<file path="src/epiu_pkg.sv">
// package: register map, field positions, modes and timing of the external pin interrupt unit
package epiu_pkg;

  // ==========================================================================
  // register byte addresses
  localparam logic [7:0] ADDR_SENSE     = 8'h00;
  localparam logic [7:0] ADDR_ENABLE    = 8'h04;
  localparam logic [7:0] ADDR_FLAGS     = 8'h08;
  localparam logic [7:0] ADDR_EVT_STAT  = 8'h0C;
  localparam logic [7:0] ADDR_EVT_EN    = 8'h10;
  localparam logic [7:0] ADDR_EVT_CLR   = 8'h14;
  localparam logic [7:0] ADDR_SLP_STAT  = 8'h18;

  // ==========================================================================
  // field positions and reset values
  localparam int NUM_LINES      = 2;
  localparam int SENSE_A_LO     = 0;
  localparam int SENSE_B_LO     = 2;
  localparam int SLEEP_SEL_LO   = 4;
  localparam int SLEEP_ALLOW    = 7;
  localparam int ENABLE_A_BIT   = 6;
  localparam int ENABLE_B_BIT   = 7;
  localparam int PENDING_A_BIT  = 6;
  localparam int PENDING_B_BIT  = 7;
  localparam int EVT_WIDTH      = 4;
  localparam int EVT_TRIG_A     = 0;
  localparam int EVT_TRIG_B     = 1;
  localparam int EVT_WAKE       = 2;
  localparam int EVT_WAKE_NOIRQ = 3;

  localparam logic [7:0] SENSE_RST  = 8'h00;
  localparam logic [7:0] ENABLE_RST = 8'h00;
  localparam logic [7:0] ENABLE_MASK = 8'hC0;
  localparam logic [1:0] RESP_OKAY   = 2'h0;
  localparam logic [1:0] RESP_SLVERR = 2'h2;

  // ==========================================================================
  // sense modes and sleep selection
  localparam logic [1:0] SENSE_LOW    = 2'h0;
  localparam logic [1:0] SENSE_ANY    = 2'h1;
  localparam logic [1:0] SENSE_FALL   = 2'h2;
  localparam logic [1:0] SENSE_RISE   = 2'h3;
  localparam logic [2:0] SLEEP_IDLE   = 3'h0;

  typedef enum logic [2:0] {
    SL_RUN,
    SL_IDLE,
    SL_DEEP,
    SL_QUAL,
    SL_START
  } epiu_sleep_t;

  // ==========================================================================
  // timing
  localparam int CLK_PERIOD_NS = 20;
  localparam int WDT_PERIOD_US = 1;
  localparam int WDT_CYC       = (WDT_PERIOD_US * 1000) / CLK_PERIOD_NS;
  localparam int STARTUP_US    = 64;
  localparam int STARTUP_CYC   = (STARTUP_US * 1000) / CLK_PERIOD_NS;
  localparam int WDT_CW        = 6;
  localparam int START_CW      = 12;
  localparam logic [WDT_CW-1:0]   WDT_LAST   = WDT_CW'(WDT_CYC - 1);
  localparam logic [START_CW-1:0] START_LAST = START_CW'(STARTUP_CYC - 1);

endpackage

</file>
<file path="src/epiu_top.sv">
// external pin interrupt unit: sense control, pending flags, sleep wake-up and AXI4-Lite registers
// Functional notes
// - pins trigger even when driven as outputs
// - low level requests while pin stays low
// - edges detected only while I/O clock runs
// - low level detected without I/O clock
// - I/O clock stopped in non-idle sleep
// - deep wake needs two watchdog samples low
// - level gone before start-up ends: wake, no interrupt
// - line b sense field bits 3:2
// - line a sense field bits 1:0
// - pin sampled before edge detection
// - request needs line enable and global enable
// - each line has its own vector request
// - trigger sets line pending flag bit
// - flag cleared by vector entry or one-write
// - flag reads zero in low-level mode
//
// Design decisions made here: the placing of the registers and the AXI4-Lite interface to the registers.
`timescale 1ns/1ps
module epiu_top
  import epiu_pkg::*;
(
  input  wire logic        aclk,
  input  wire logic        aresetn,
  input  wire logic [7:0]  s_axi_awaddr,
  input  wire logic        s_axi_awvalid,
  output logic             s_axi_awready,
  input  wire logic [31:0] s_axi_wdata,
  input  wire logic [3:0]  s_axi_wstrb,
  input  wire logic        s_axi_wvalid,
  output logic             s_axi_wready,
  output logic [1:0]       s_axi_bresp,
  output logic             s_axi_bvalid,
  input  wire logic        s_axi_bready,
  input  wire logic [7:0]  s_axi_araddr,
  input  wire logic        s_axi_arvalid,
  output logic             s_axi_arready,
  output logic [31:0]      s_axi_rdata,
  output logic [1:0]       s_axi_rresp,
  output logic             s_axi_rvalid,
  input  wire logic        s_axi_rready,
  input  wire logic        ext_irq_line_a,
  input  wire logic        ext_irq_line_b,
  input  wire logic        cpu_status_word_i,
  input  wire logic        vector_ack_a,
  input  wire logic        vector_ack_b,
  input  wire logic        sleep_cmd,
  output logic             vector_req_a,
  output logic             vector_req_b,
  output logic             io_clk_run,
  output logic             cpu_asleep,
  output logic             irq
);

  // ==========================================================================
  // register state
  logic [7:0]           sense_ff;
  logic [7:0]           enable_ff;
  logic [NUM_LINES-1:0] pending_ff;
  logic [EVT_WIDTH-1:0] evt_stat_ff;
  logic [EVT_WIDTH-1:0] evt_en_ff;
  epiu_sleep_t          sleep_ff;
  logic [WDT_CW-1:0]    wdt_cnt_ff;
  logic [START_CW-1:0]  start_cnt_ff;
  logic [NUM_LINES-1:0] prev_ff;
  logic [NUM_LINES-1:0] req_ff;

  logic [NUM_LINES-1:0] pin_raw;
  logic [NUM_LINES-1:0] pin_sync;
  logic [NUM_LINES-1:0] line_en;
  logic [NUM_LINES-1:0] ack;
  logic [NUM_LINES-1:0] level_mode;
  logic [NUM_LINES-1:0] trig;
  logic [NUM_LINES-1:0] lvl_wake;
  logic [NUM_LINES-1:0] nxt_req;
  logic [NUM_LINES-1:0] w1c_pending;
  logic [EVT_WIDTH-1:0] evt_set;
  logic [EVT_WIDTH-1:0] evt_clr;
  logic                 wdt_tick;
  logic                 any_lvl_wake;
  logic                 wake_deep;
  logic                 wake_noirq;

  // pad levels are sensed whatever the pin direction, so software can drive them
  assign pin_raw = {ext_irq_line_b, ext_irq_line_a};
  assign line_en = {enable_ff[ENABLE_B_BIT], enable_ff[ENABLE_A_BIT]};
  assign ack     = {vector_ack_b, vector_ack_a};

  // ==========================================================================
  // pin sampling
  epiu_sync2 u_sync (
    .aclk    (aclk),
    .aresetn (aresetn),
    .din     (pin_raw),
    .dout    (pin_sync)
  );

  always_ff @(posedge aclk)
  begin
    if (!aresetn)
      prev_ff <= '1;
    else
      prev_ff <= pin_sync;
  end

  // ==========================================================================
  // per-line sense decode
  genvar gi;
  generate
    for (gi = 0; gi < NUM_LINES; gi++)
    begin : g_line
      logic [1:0] mode;
      logic       rise;
      logic       fall;

      // line a uses bits 1:0, line b bits 3:2
      assign mode = sense_ff[SENSE_A_LO + 2*gi +: 2];
      assign rise = pin_sync[gi] & ~prev_ff[gi];
      assign fall = ~pin_sync[gi] & prev_ff[gi];
      assign level_mode[gi] = (mode == SENSE_LOW);

      // edges need the I/O clock; a stopped clock loses them
      always_comb
      begin
        trig[gi] = 1'b0;
        if (io_clk_run)
        begin
          unique case (mode)
            SENSE_LOW:  trig[gi] = 1'b0;
            SENSE_ANY:  trig[gi] = rise | fall;
            SENSE_FALL: trig[gi] = fall;
            SENSE_RISE: trig[gi] = rise;
          endcase
        end
      end

      // the low level path uses the raw pad and no clock gating
      assign lvl_wake[gi] = level_mode[gi] & ~pin_raw[gi] & line_en[gi] & cpu_status_word_i;

      always_comb
      begin
        nxt_req[gi] = 1'b0;
        if (cpu_status_word_i && line_en[gi] && io_clk_run)
        begin
          if (level_mode[gi])
            nxt_req[gi] = ~pin_sync[gi];
          else
            nxt_req[gi] = pending_ff[gi];
        end
      end
    end
  endgenerate

  // ==========================================================================
  // pending flags
  always_ff @(posedge aclk)
  begin
    if (!aresetn)
      pending_ff <= '0;
    else
      // a trigger in the clearing cycle wins; level mode keeps the flag at zero
      pending_ff <= ~level_mode & (trig | (pending_ff & ~ack & ~w1c_pending));
  end

  // one request line per vector
  always_ff @(posedge aclk)
  begin
    if (!aresetn)
      req_ff <= '0;
    else
      req_ff <= nxt_req & ~ack;
  end

  assign vector_req_a = req_ff[0];
  assign vector_req_b = req_ff[1];

  // ==========================================================================
  // sleep control and wake-up qualification
  assign any_lvl_wake = |lvl_wake;
  assign wdt_tick     = (wdt_cnt_ff == WDT_LAST);
  assign io_clk_run   = (sleep_ff == SL_RUN) || (sleep_ff == SL_IDLE);
  assign cpu_asleep   = (sleep_ff != SL_RUN);
  assign wake_deep    = (sleep_ff == SL_START) && (start_cnt_ff == START_LAST);
  assign wake_noirq   = wake_deep && !any_lvl_wake;

  // watchdog oscillator stand-in, free running
  always_ff @(posedge aclk)
  begin
    if (!aresetn)
      wdt_cnt_ff <= '0;
    else if (wdt_tick)
      wdt_cnt_ff <= '0;
    else
      wdt_cnt_ff <= wdt_cnt_ff + 1'b1;
  end

  always_ff @(posedge aclk)
  begin
    if (!aresetn)
      start_cnt_ff <= '0;
    else if (sleep_ff == SL_START)
      start_cnt_ff <= start_cnt_ff + 1'b1;
    else
      start_cnt_ff <= '0;
  end

  always_ff @(posedge aclk)
  begin
    if (!aresetn)
      sleep_ff <= SL_RUN;
    else
    begin
      unique case (sleep_ff)
        SL_RUN:
          if (sleep_cmd && sense_ff[SLEEP_ALLOW])
          begin
            if (sense_ff[SLEEP_SEL_LO +: 3] == SLEEP_IDLE)
              sleep_ff <= SL_IDLE;
            else
              sleep_ff <= SL_DEEP;
          end
        SL_IDLE:
          if (|nxt_req)
            sleep_ff <= SL_RUN;
        SL_DEEP:
          if (wdt_tick && any_lvl_wake)
            sleep_ff <= SL_QUAL;
        SL_QUAL:
          if (wdt_tick)
            sleep_ff <= any_lvl_wake ? SL_START : SL_DEEP;
        SL_START:
          // wake after start-up even if the level went away meanwhile
          if (wake_deep)
            sleep_ff <= SL_RUN;
      endcase
    end
  end

  // ==========================================================================
  // event status, enable and interrupt
  assign evt_set = {wake_noirq, wake_deep, trig[1], trig[0]};

  always_ff @(posedge aclk)
  begin
    if (!aresetn)
      evt_stat_ff <= '0;
    else
      evt_stat_ff <= evt_set | (evt_stat_ff & ~evt_clr);
  end

  assign irq = |(evt_stat_ff & evt_en_ff);

  // ==========================================================================
  // AXI4-Lite write channel
  logic [7:0]  aw_addr_ff;
  logic        aw_have_ff;
  logic [31:0] w_data_ff;
  logic        w_lane0_ff;
  logic        w_have_ff;
  logic        bvalid_ff;
  logic [1:0]  bresp_ff;
  logic        wr_fire;
  logic        wr_en;
  logic        wr_hit;

  assign s_axi_awready = !aw_have_ff && !bvalid_ff;
  assign s_axi_wready  = !w_have_ff && !bvalid_ff;
  assign wr_fire       = aw_have_ff && w_have_ff && !bvalid_ff;
  assign wr_en         = wr_fire && w_lane0_ff;

  always_comb
  begin
    unique case (aw_addr_ff)
      ADDR_SENSE, ADDR_ENABLE, ADDR_FLAGS, ADDR_EVT_STAT,
      ADDR_EVT_EN, ADDR_EVT_CLR, ADDR_SLP_STAT: wr_hit = 1'b1;
      default:                                  wr_hit = 1'b0;
    endcase
  end

  always_ff @(posedge aclk)
  begin
    if (!aresetn)
    begin
      aw_have_ff <= 1'b0;
      aw_addr_ff <= '0;
    end
    else if (s_axi_awvalid && s_axi_awready)
    begin
      aw_have_ff <= 1'b1;
      aw_addr_ff <= s_axi_awaddr;
    end
    else if (wr_fire)
      aw_have_ff <= 1'b0;
  end

  always_ff @(posedge aclk)
  begin
    if (!aresetn)
    begin
      w_have_ff  <= 1'b0;
      w_data_ff  <= '0;
      w_lane0_ff <= 1'b0;
    end
    else if (s_axi_wvalid && s_axi_wready)
    begin
      w_have_ff  <= 1'b1;
      w_data_ff  <= s_axi_wdata;
      w_lane0_ff <= s_axi_wstrb[0];
    end
    else if (wr_fire)
      w_have_ff <= 1'b0;
  end

  always_ff @(posedge aclk)
  begin
    if (!aresetn)
    begin
      bvalid_ff <= 1'b0;
      bresp_ff  <= RESP_OKAY;
    end
    else if (wr_fire)
    begin
      bvalid_ff <= 1'b1;
      bresp_ff  <= wr_hit ? RESP_OKAY : RESP_SLVERR;
    end
    else if (s_axi_bready)
      bvalid_ff <= 1'b0;
  end

  assign s_axi_bvalid = bvalid_ff;
  assign s_axi_bresp  = bresp_ff;

  always_ff @(posedge aclk)
  begin
    if (!aresetn)
      sense_ff <= SENSE_RST;
    else if (wr_en && aw_addr_ff == ADDR_SENSE)
      sense_ff <= w_data_ff[7:0];
  end

  // vector-select bits are not kept here and read as zero
  always_ff @(posedge aclk)
  begin
    if (!aresetn)
      enable_ff <= ENABLE_RST;
    else if (wr_en && aw_addr_ff == ADDR_ENABLE)
      enable_ff <= w_data_ff[7:0] & ENABLE_MASK;
  end

  always_ff @(posedge aclk)
  begin
    if (!aresetn)
      evt_en_ff <= '0;
    else if (wr_en && aw_addr_ff == ADDR_EVT_EN)
      evt_en_ff <= w_data_ff[EVT_WIDTH-1:0];
  end

  assign w1c_pending = (wr_en && aw_addr_ff == ADDR_FLAGS) ?
                       {w_data_ff[PENDING_B_BIT], w_data_ff[PENDING_A_BIT]} : '0;
  assign evt_clr     = (wr_en && aw_addr_ff == ADDR_EVT_CLR) ? w_data_ff[EVT_WIDTH-1:0] : '0;

  // ==========================================================================
  // AXI4-Lite read channel
  logic        rvalid_ff;
  logic [31:0] rdata_ff;
  logic [1:0]  rresp_ff;
  logic [31:0] rd_mux;
  logic        rd_hit;

  assign s_axi_arready = !rvalid_ff;

  always_comb
  begin
    rd_mux = '0;
    rd_hit = 1'b1;
    unique case (s_axi_araddr)
      ADDR_SENSE:    rd_mux[7:0] = sense_ff;
      ADDR_ENABLE:   rd_mux[7:0] = enable_ff;
      ADDR_FLAGS:
      begin
        rd_mux[PENDING_A_BIT] = pending_ff[0];
        rd_mux[PENDING_B_BIT] = pending_ff[1];
      end
      ADDR_EVT_STAT: rd_mux[EVT_WIDTH-1:0] = evt_stat_ff;
      ADDR_EVT_EN:   rd_mux[EVT_WIDTH-1:0] = evt_en_ff;
      ADDR_EVT_CLR:  rd_mux = '0;
      ADDR_SLP_STAT: rd_mux[2:0] = {1'b0, io_clk_run, cpu_asleep};
      default:       rd_hit = 1'b0;
    endcase
  end

  always_ff @(posedge aclk)
  begin
    if (!aresetn)
    begin
      rvalid_ff <= 1'b0;
      rdata_ff  <= '0;
      rresp_ff  <= RESP_OKAY;
    end
    else if (s_axi_arvalid && s_axi_arready)
    begin
      rvalid_ff <= 1'b1;
      rdata_ff  <= rd_mux;
      rresp_ff  <= rd_hit ? RESP_OKAY : RESP_SLVERR;
    end
    else if (s_axi_rready)
      rvalid_ff <= 1'b0;
  end

  assign s_axi_rvalid = rvalid_ff;
  assign s_axi_rdata  = rdata_ff;
  assign s_axi_rresp  = rresp_ff;

endmodule // epiu_top

</file>
<file path="src/epiu_sync2.sv">
// two-stage synchroniser for the interrupt pins
`timescale 1ns/1ps
module epiu_sync2
  import epiu_pkg::*;
(
  input  wire logic                 aclk,
  input  wire logic                 aresetn,
  input  wire logic [NUM_LINES-1:0] din,
  output logic      [NUM_LINES-1:0] dout
);

  // ==========================================================================
  // stages
  logic [NUM_LINES-1:0] stage1_ff;
  logic [NUM_LINES-1:0] stage2_ff;

  // first stage feeds only the second
  always_ff @(posedge aclk)
  begin
    if (!aresetn)
    begin
      stage1_ff <= '1;
      stage2_ff <= '1;
    end
    else
    begin
      stage1_ff <= din;
      stage2_ff <= stage1_ff;
    end
  end

  assign dout = stage2_ff;

endmodule // epiu_sync2

</file>
<file path="config.mk">
export PLATFORM = sky130hd
export DESIGN_NAME = epiu_top
export DESIGN_NICKNAME = d
export VERILOG_FILES = /design/src/epiu_pkg.sv /design/src/epiu_top.sv /design/src/epiu_sync2.sv
export SDC_FILE = /design/constraint.sdc
export NUM_CORES = 1
export LEC_CHECK = 0
export ABC_AREA = 1
export BUFFER_PORTS_ARGS = -buffer_cell sky130_fd_sc_hd__buf_2
export CORE_AREA = 5 5 74 110
export DETAILED_ROUTE_END_ITERATION = 6
export DIE_AREA = 0 0 79 115
export GPL_ROUTABILITY_DRIVEN = 0
export PLACE_DENSITY_LB_ADDON = 0.2
export SKIP_LAST_GASP = 1
export SLEW_MARGIN = 15
export SYNTH_ARGS = -nofsm -noshare
export SYNTH_HDL_FRONTEND = slang
export SYNTH_SLANG_ARGS = --single-unit
</file>
<file path="constraint.sdc">
create_clock -name aclk -period 2.12 [get_ports aclk]
set_input_delay 0.106 -clock aclk [delete_from_list [all_inputs] [get_ports aclk]]
set_output_delay 0.106 -clock aclk [all_outputs]
set_load 0.01 [all_outputs]
</file>
==> flow_summary.yaml <==
outcome:
  outcome: "complete, no violations"
floorplanning:
  core-area_um2: 7080
  start_util_pct: 54.0
  die_area_um2: 9090
  fp-row-count: 38
  pin_count: 111
  die_w_um: 79
  dieHeight_um: 115
clocking:
  cts_tree: "done"
  numCtsBuffers: 9
  cts_max_level: 3
  cts_buffer_depth: 2
  clk_pin_slew_worst_paths_ns: 0.08
  cts_num_sinks: 80
  cts_resized: 0
  cts_root_buffer: "clkbuf_8"
  post_cts_buffers: 0
  clk_latency_ns: 0.36
place:
  hpwl_um: 6160
  portBuffers: 57
  dp_slack_ns: 0.573
sta:
  rsz0062_at_grt: "false"
  max_freq_mhz: 636
  skew_ns: 0.00594
  setup-violations-final: 0
  setup_ws_ns: 0.548
  slew_viol_final: 0
  period_share_pct: 74.2
  period_minus_slack_ns: 1.57
  report.final.hold_viol_count: 0
  tns_ns: 0
worst_setup_path:
  cp.arrival_ns: 1.82
  critPathLaunchType: "flip-flop"
  r2r_cells: 8
  critical_path_required_ns: 2.37
  critPathMaxStageDelay_ns: 0.36
  ff2ff_setup_slack_ns: 0.55
  critPathSlowestCell: "dfxtp_1"
  path_class: "flip-flop to flip-flop"
  cp_cell_sequence: "ha_1, nand2_1, nor2_2, nand3_1, nor3_2, inv_1, o21ai_0, a21oi_1"
  cp-end-kind: "flip-flop"
  crit_path_max_fanout: 4
cells_and_area:
  final_cell_mix: "87 x nand2_1, 80 x dfxtp_1, 73 x nor2_1"
  drive_gt1_share_pct: 16.1
  final_nets: 668
  n_antenna_cell: 0
  final_common_cell: "nand2_1"
  nFillCells: 673
  area_delta_synth_final_pct: 15.2
power:
  leakagePower_nw: 1.93
  switching_power_w: 0.00112
  p_int_w: 0.00246
  p_comb_share_pct: 23.0
  power_frac_clock_pct: 30.9
  p_sw_share_pct: 31.4
  seqPwrFrac_pct: 46.1
  power_density_nw_per_um2: 814
  peakVddDrop_mv: 0.506
yosys:
  synthTopCellsByArea: "dfxtp_1 42%, nand2_1 8.5%, nor2_1 7.2%"
  async_reset_ff_share_pct: 0
  synth_edf_count: 0
  syn_inst: 525
  synth_top_area_cell: "dfxtp_1"
  syn_area_um2: 3820
  avgSynthCellArea_um2: 7.28
  yosysTopAreaCellShare_pct: 41.9
  ys_types: 35
  ys.warnings.count: 0
  synth.ff_latch_count: 80
  yosys_most_used_dff: "dfxtp_1"
  yosysSeqAreaShare_pct: 41.9
hold_path:
  whs_path_depth: 3
  worstHoldPathType: "primary input to flip-flop"
global_routing:
  grt_max_degree: 35
  grt_overflow: 0
  antenna_found_initial: 0
  grt_pass1_wl_um: 13600
  grt_busiest_layer: "met2"
  use_met1_pct: 20.3
  grt_pass1_vias: 3198
  gr-usage-met3_pct: 4.62
  met2_usage_pct: 33.7
  grt_usage_pct: 19.0
routing:
  avgRoutedWirePerCell_um: 11.9
  drc: 0
  viasPerCell: 4.98
  drt_iter0_markers: 161
  totalWireLength_um: 8140
  vias: 3391
  firstDrtPassIters: 4
  drtAntennaViolNets: 0
job:
  max-cap-violations: 0
## power groups by stage
| stage | logic [W] | clock network, W | registers, W |
|---|---|---|---|
| floorplan | 0.000626 | 0 | 0.00168 |
| global placement | 0.000796 | 0 | 0.00168 |
| detailed placement | 0.000807 | 0 | 0.00169 |
| CTS | 0.000828 | 0.00115 | 0.00165 |
| global route | 0.000937 | 0.00121 | 0.00167 |
| finish | 0.000823 | 0.00111 | 0.00165 |
## worst max-delay path, delay by kind of cell, from the launching register on
kind	cells	cell delay, ns
compound gates	2	0.23
fa+ha+maj	1	0.18
buf+inv	1	0.08
flops	1	0.36
simple gates	4	0.61
## synth_stat cells (3+ instances only)
| cell | number |
|---|---|
| nand4_1 | 7 |
| ha_1 | 7 |
| nor3_1 | 10 |
| a21oi_1 | 42 |
| nand2_1 | 87 |
| nor2_2 | 8 |
| nand2_2 | 3 |
| inv_1 | 62 |
| nand3_1 | 36 |
| clkbuf_1 | 7 |
| a211oi_1 | 10 |
| o21ai_0 | 37 |
| nor2_4 | 3 |
| nor2_1 | 73 |
| buf_4 | 26 |
| dfxtp_1 | 80 |
## repair_timing
| action | CTS | global route |
|---|---|---|
| endpoints found under the hold margin | 13 | 0 |
| setup endpoints to repair | 0 | 0 |
| hold buffers | 13 | 0 |
## logic make-up after synthesis
family	Yosys count	synth area share [%]
fa+ha+maj	7	2.29
flops	80	41.9
simple gates	237	28.0
other cells	1	0.0981
buf+inv	99	12.5
xor+xnor	3	0.687
compound gates	98	14.5
## sequential cells by signal, summed over array words and instances, names as in the netlist, 3 cells and up
register,count
w_data_ff,8
sense_ff,8
wdt_cnt_ff,6
start_cnt_ff,12
aw_addr_ff,8
evt_en_ff,4
evt_stat_ff,4
sleep_ff,3
s_axi_rdata,8
## routing by layer
| metal | vias to the layer above | part of all wire [%] |
|---|---|---|
| li1 | 1800 | - |
| met1 | 1492 | 41 |
| met2 | 82 | 50 |
| met3 | 17 | 5.7 |
| met4 | 0 | 3.5 |
| met5 | - | 0 |
## worst paths after layout
check	from	to
worst max register to register	start_cnt_ff[0]	start_cnt_ff[8]
worst min register to register	u_sync.stage1_ff[1]	u_sync.dout[1]
worst min-delay path	s_axi_awaddr[6]	aw_addr_ff[6]
worst max-delay path	start_cnt_ff[0]	start_cnt_ff[8]
## stage by stage
step	cell area, um^2	power, W	instances	hold slack, ns	util [%]
3_5_place_dp	4070	0.00249	652	0.312	57.5
2_1_floorplan	3920	0.00230	550	0.185	-
5_1_grt	4410	0.00381	681	0.0246	62.2
4_1_cts	4410	0.00363	681	0.000559	62.2
3_3_place_gp	4070	0.00248	652	0.305	57.5
6_report	4410	0.00358	681	0.0159	62.2
## layout make-up
class	instances	area (um^2)	area share (%)
multi-input combinational	371	1840	41.7
sequential	80	1600	36.4
clock inverter	1	7.51	0.170
clock buffer	15	196	4.46
inverter	62	233	5.28
tap	80	100	2.27
timing repair buffer	72	430	9.77
Note: power is estimated with default switching activity, not from simulation.
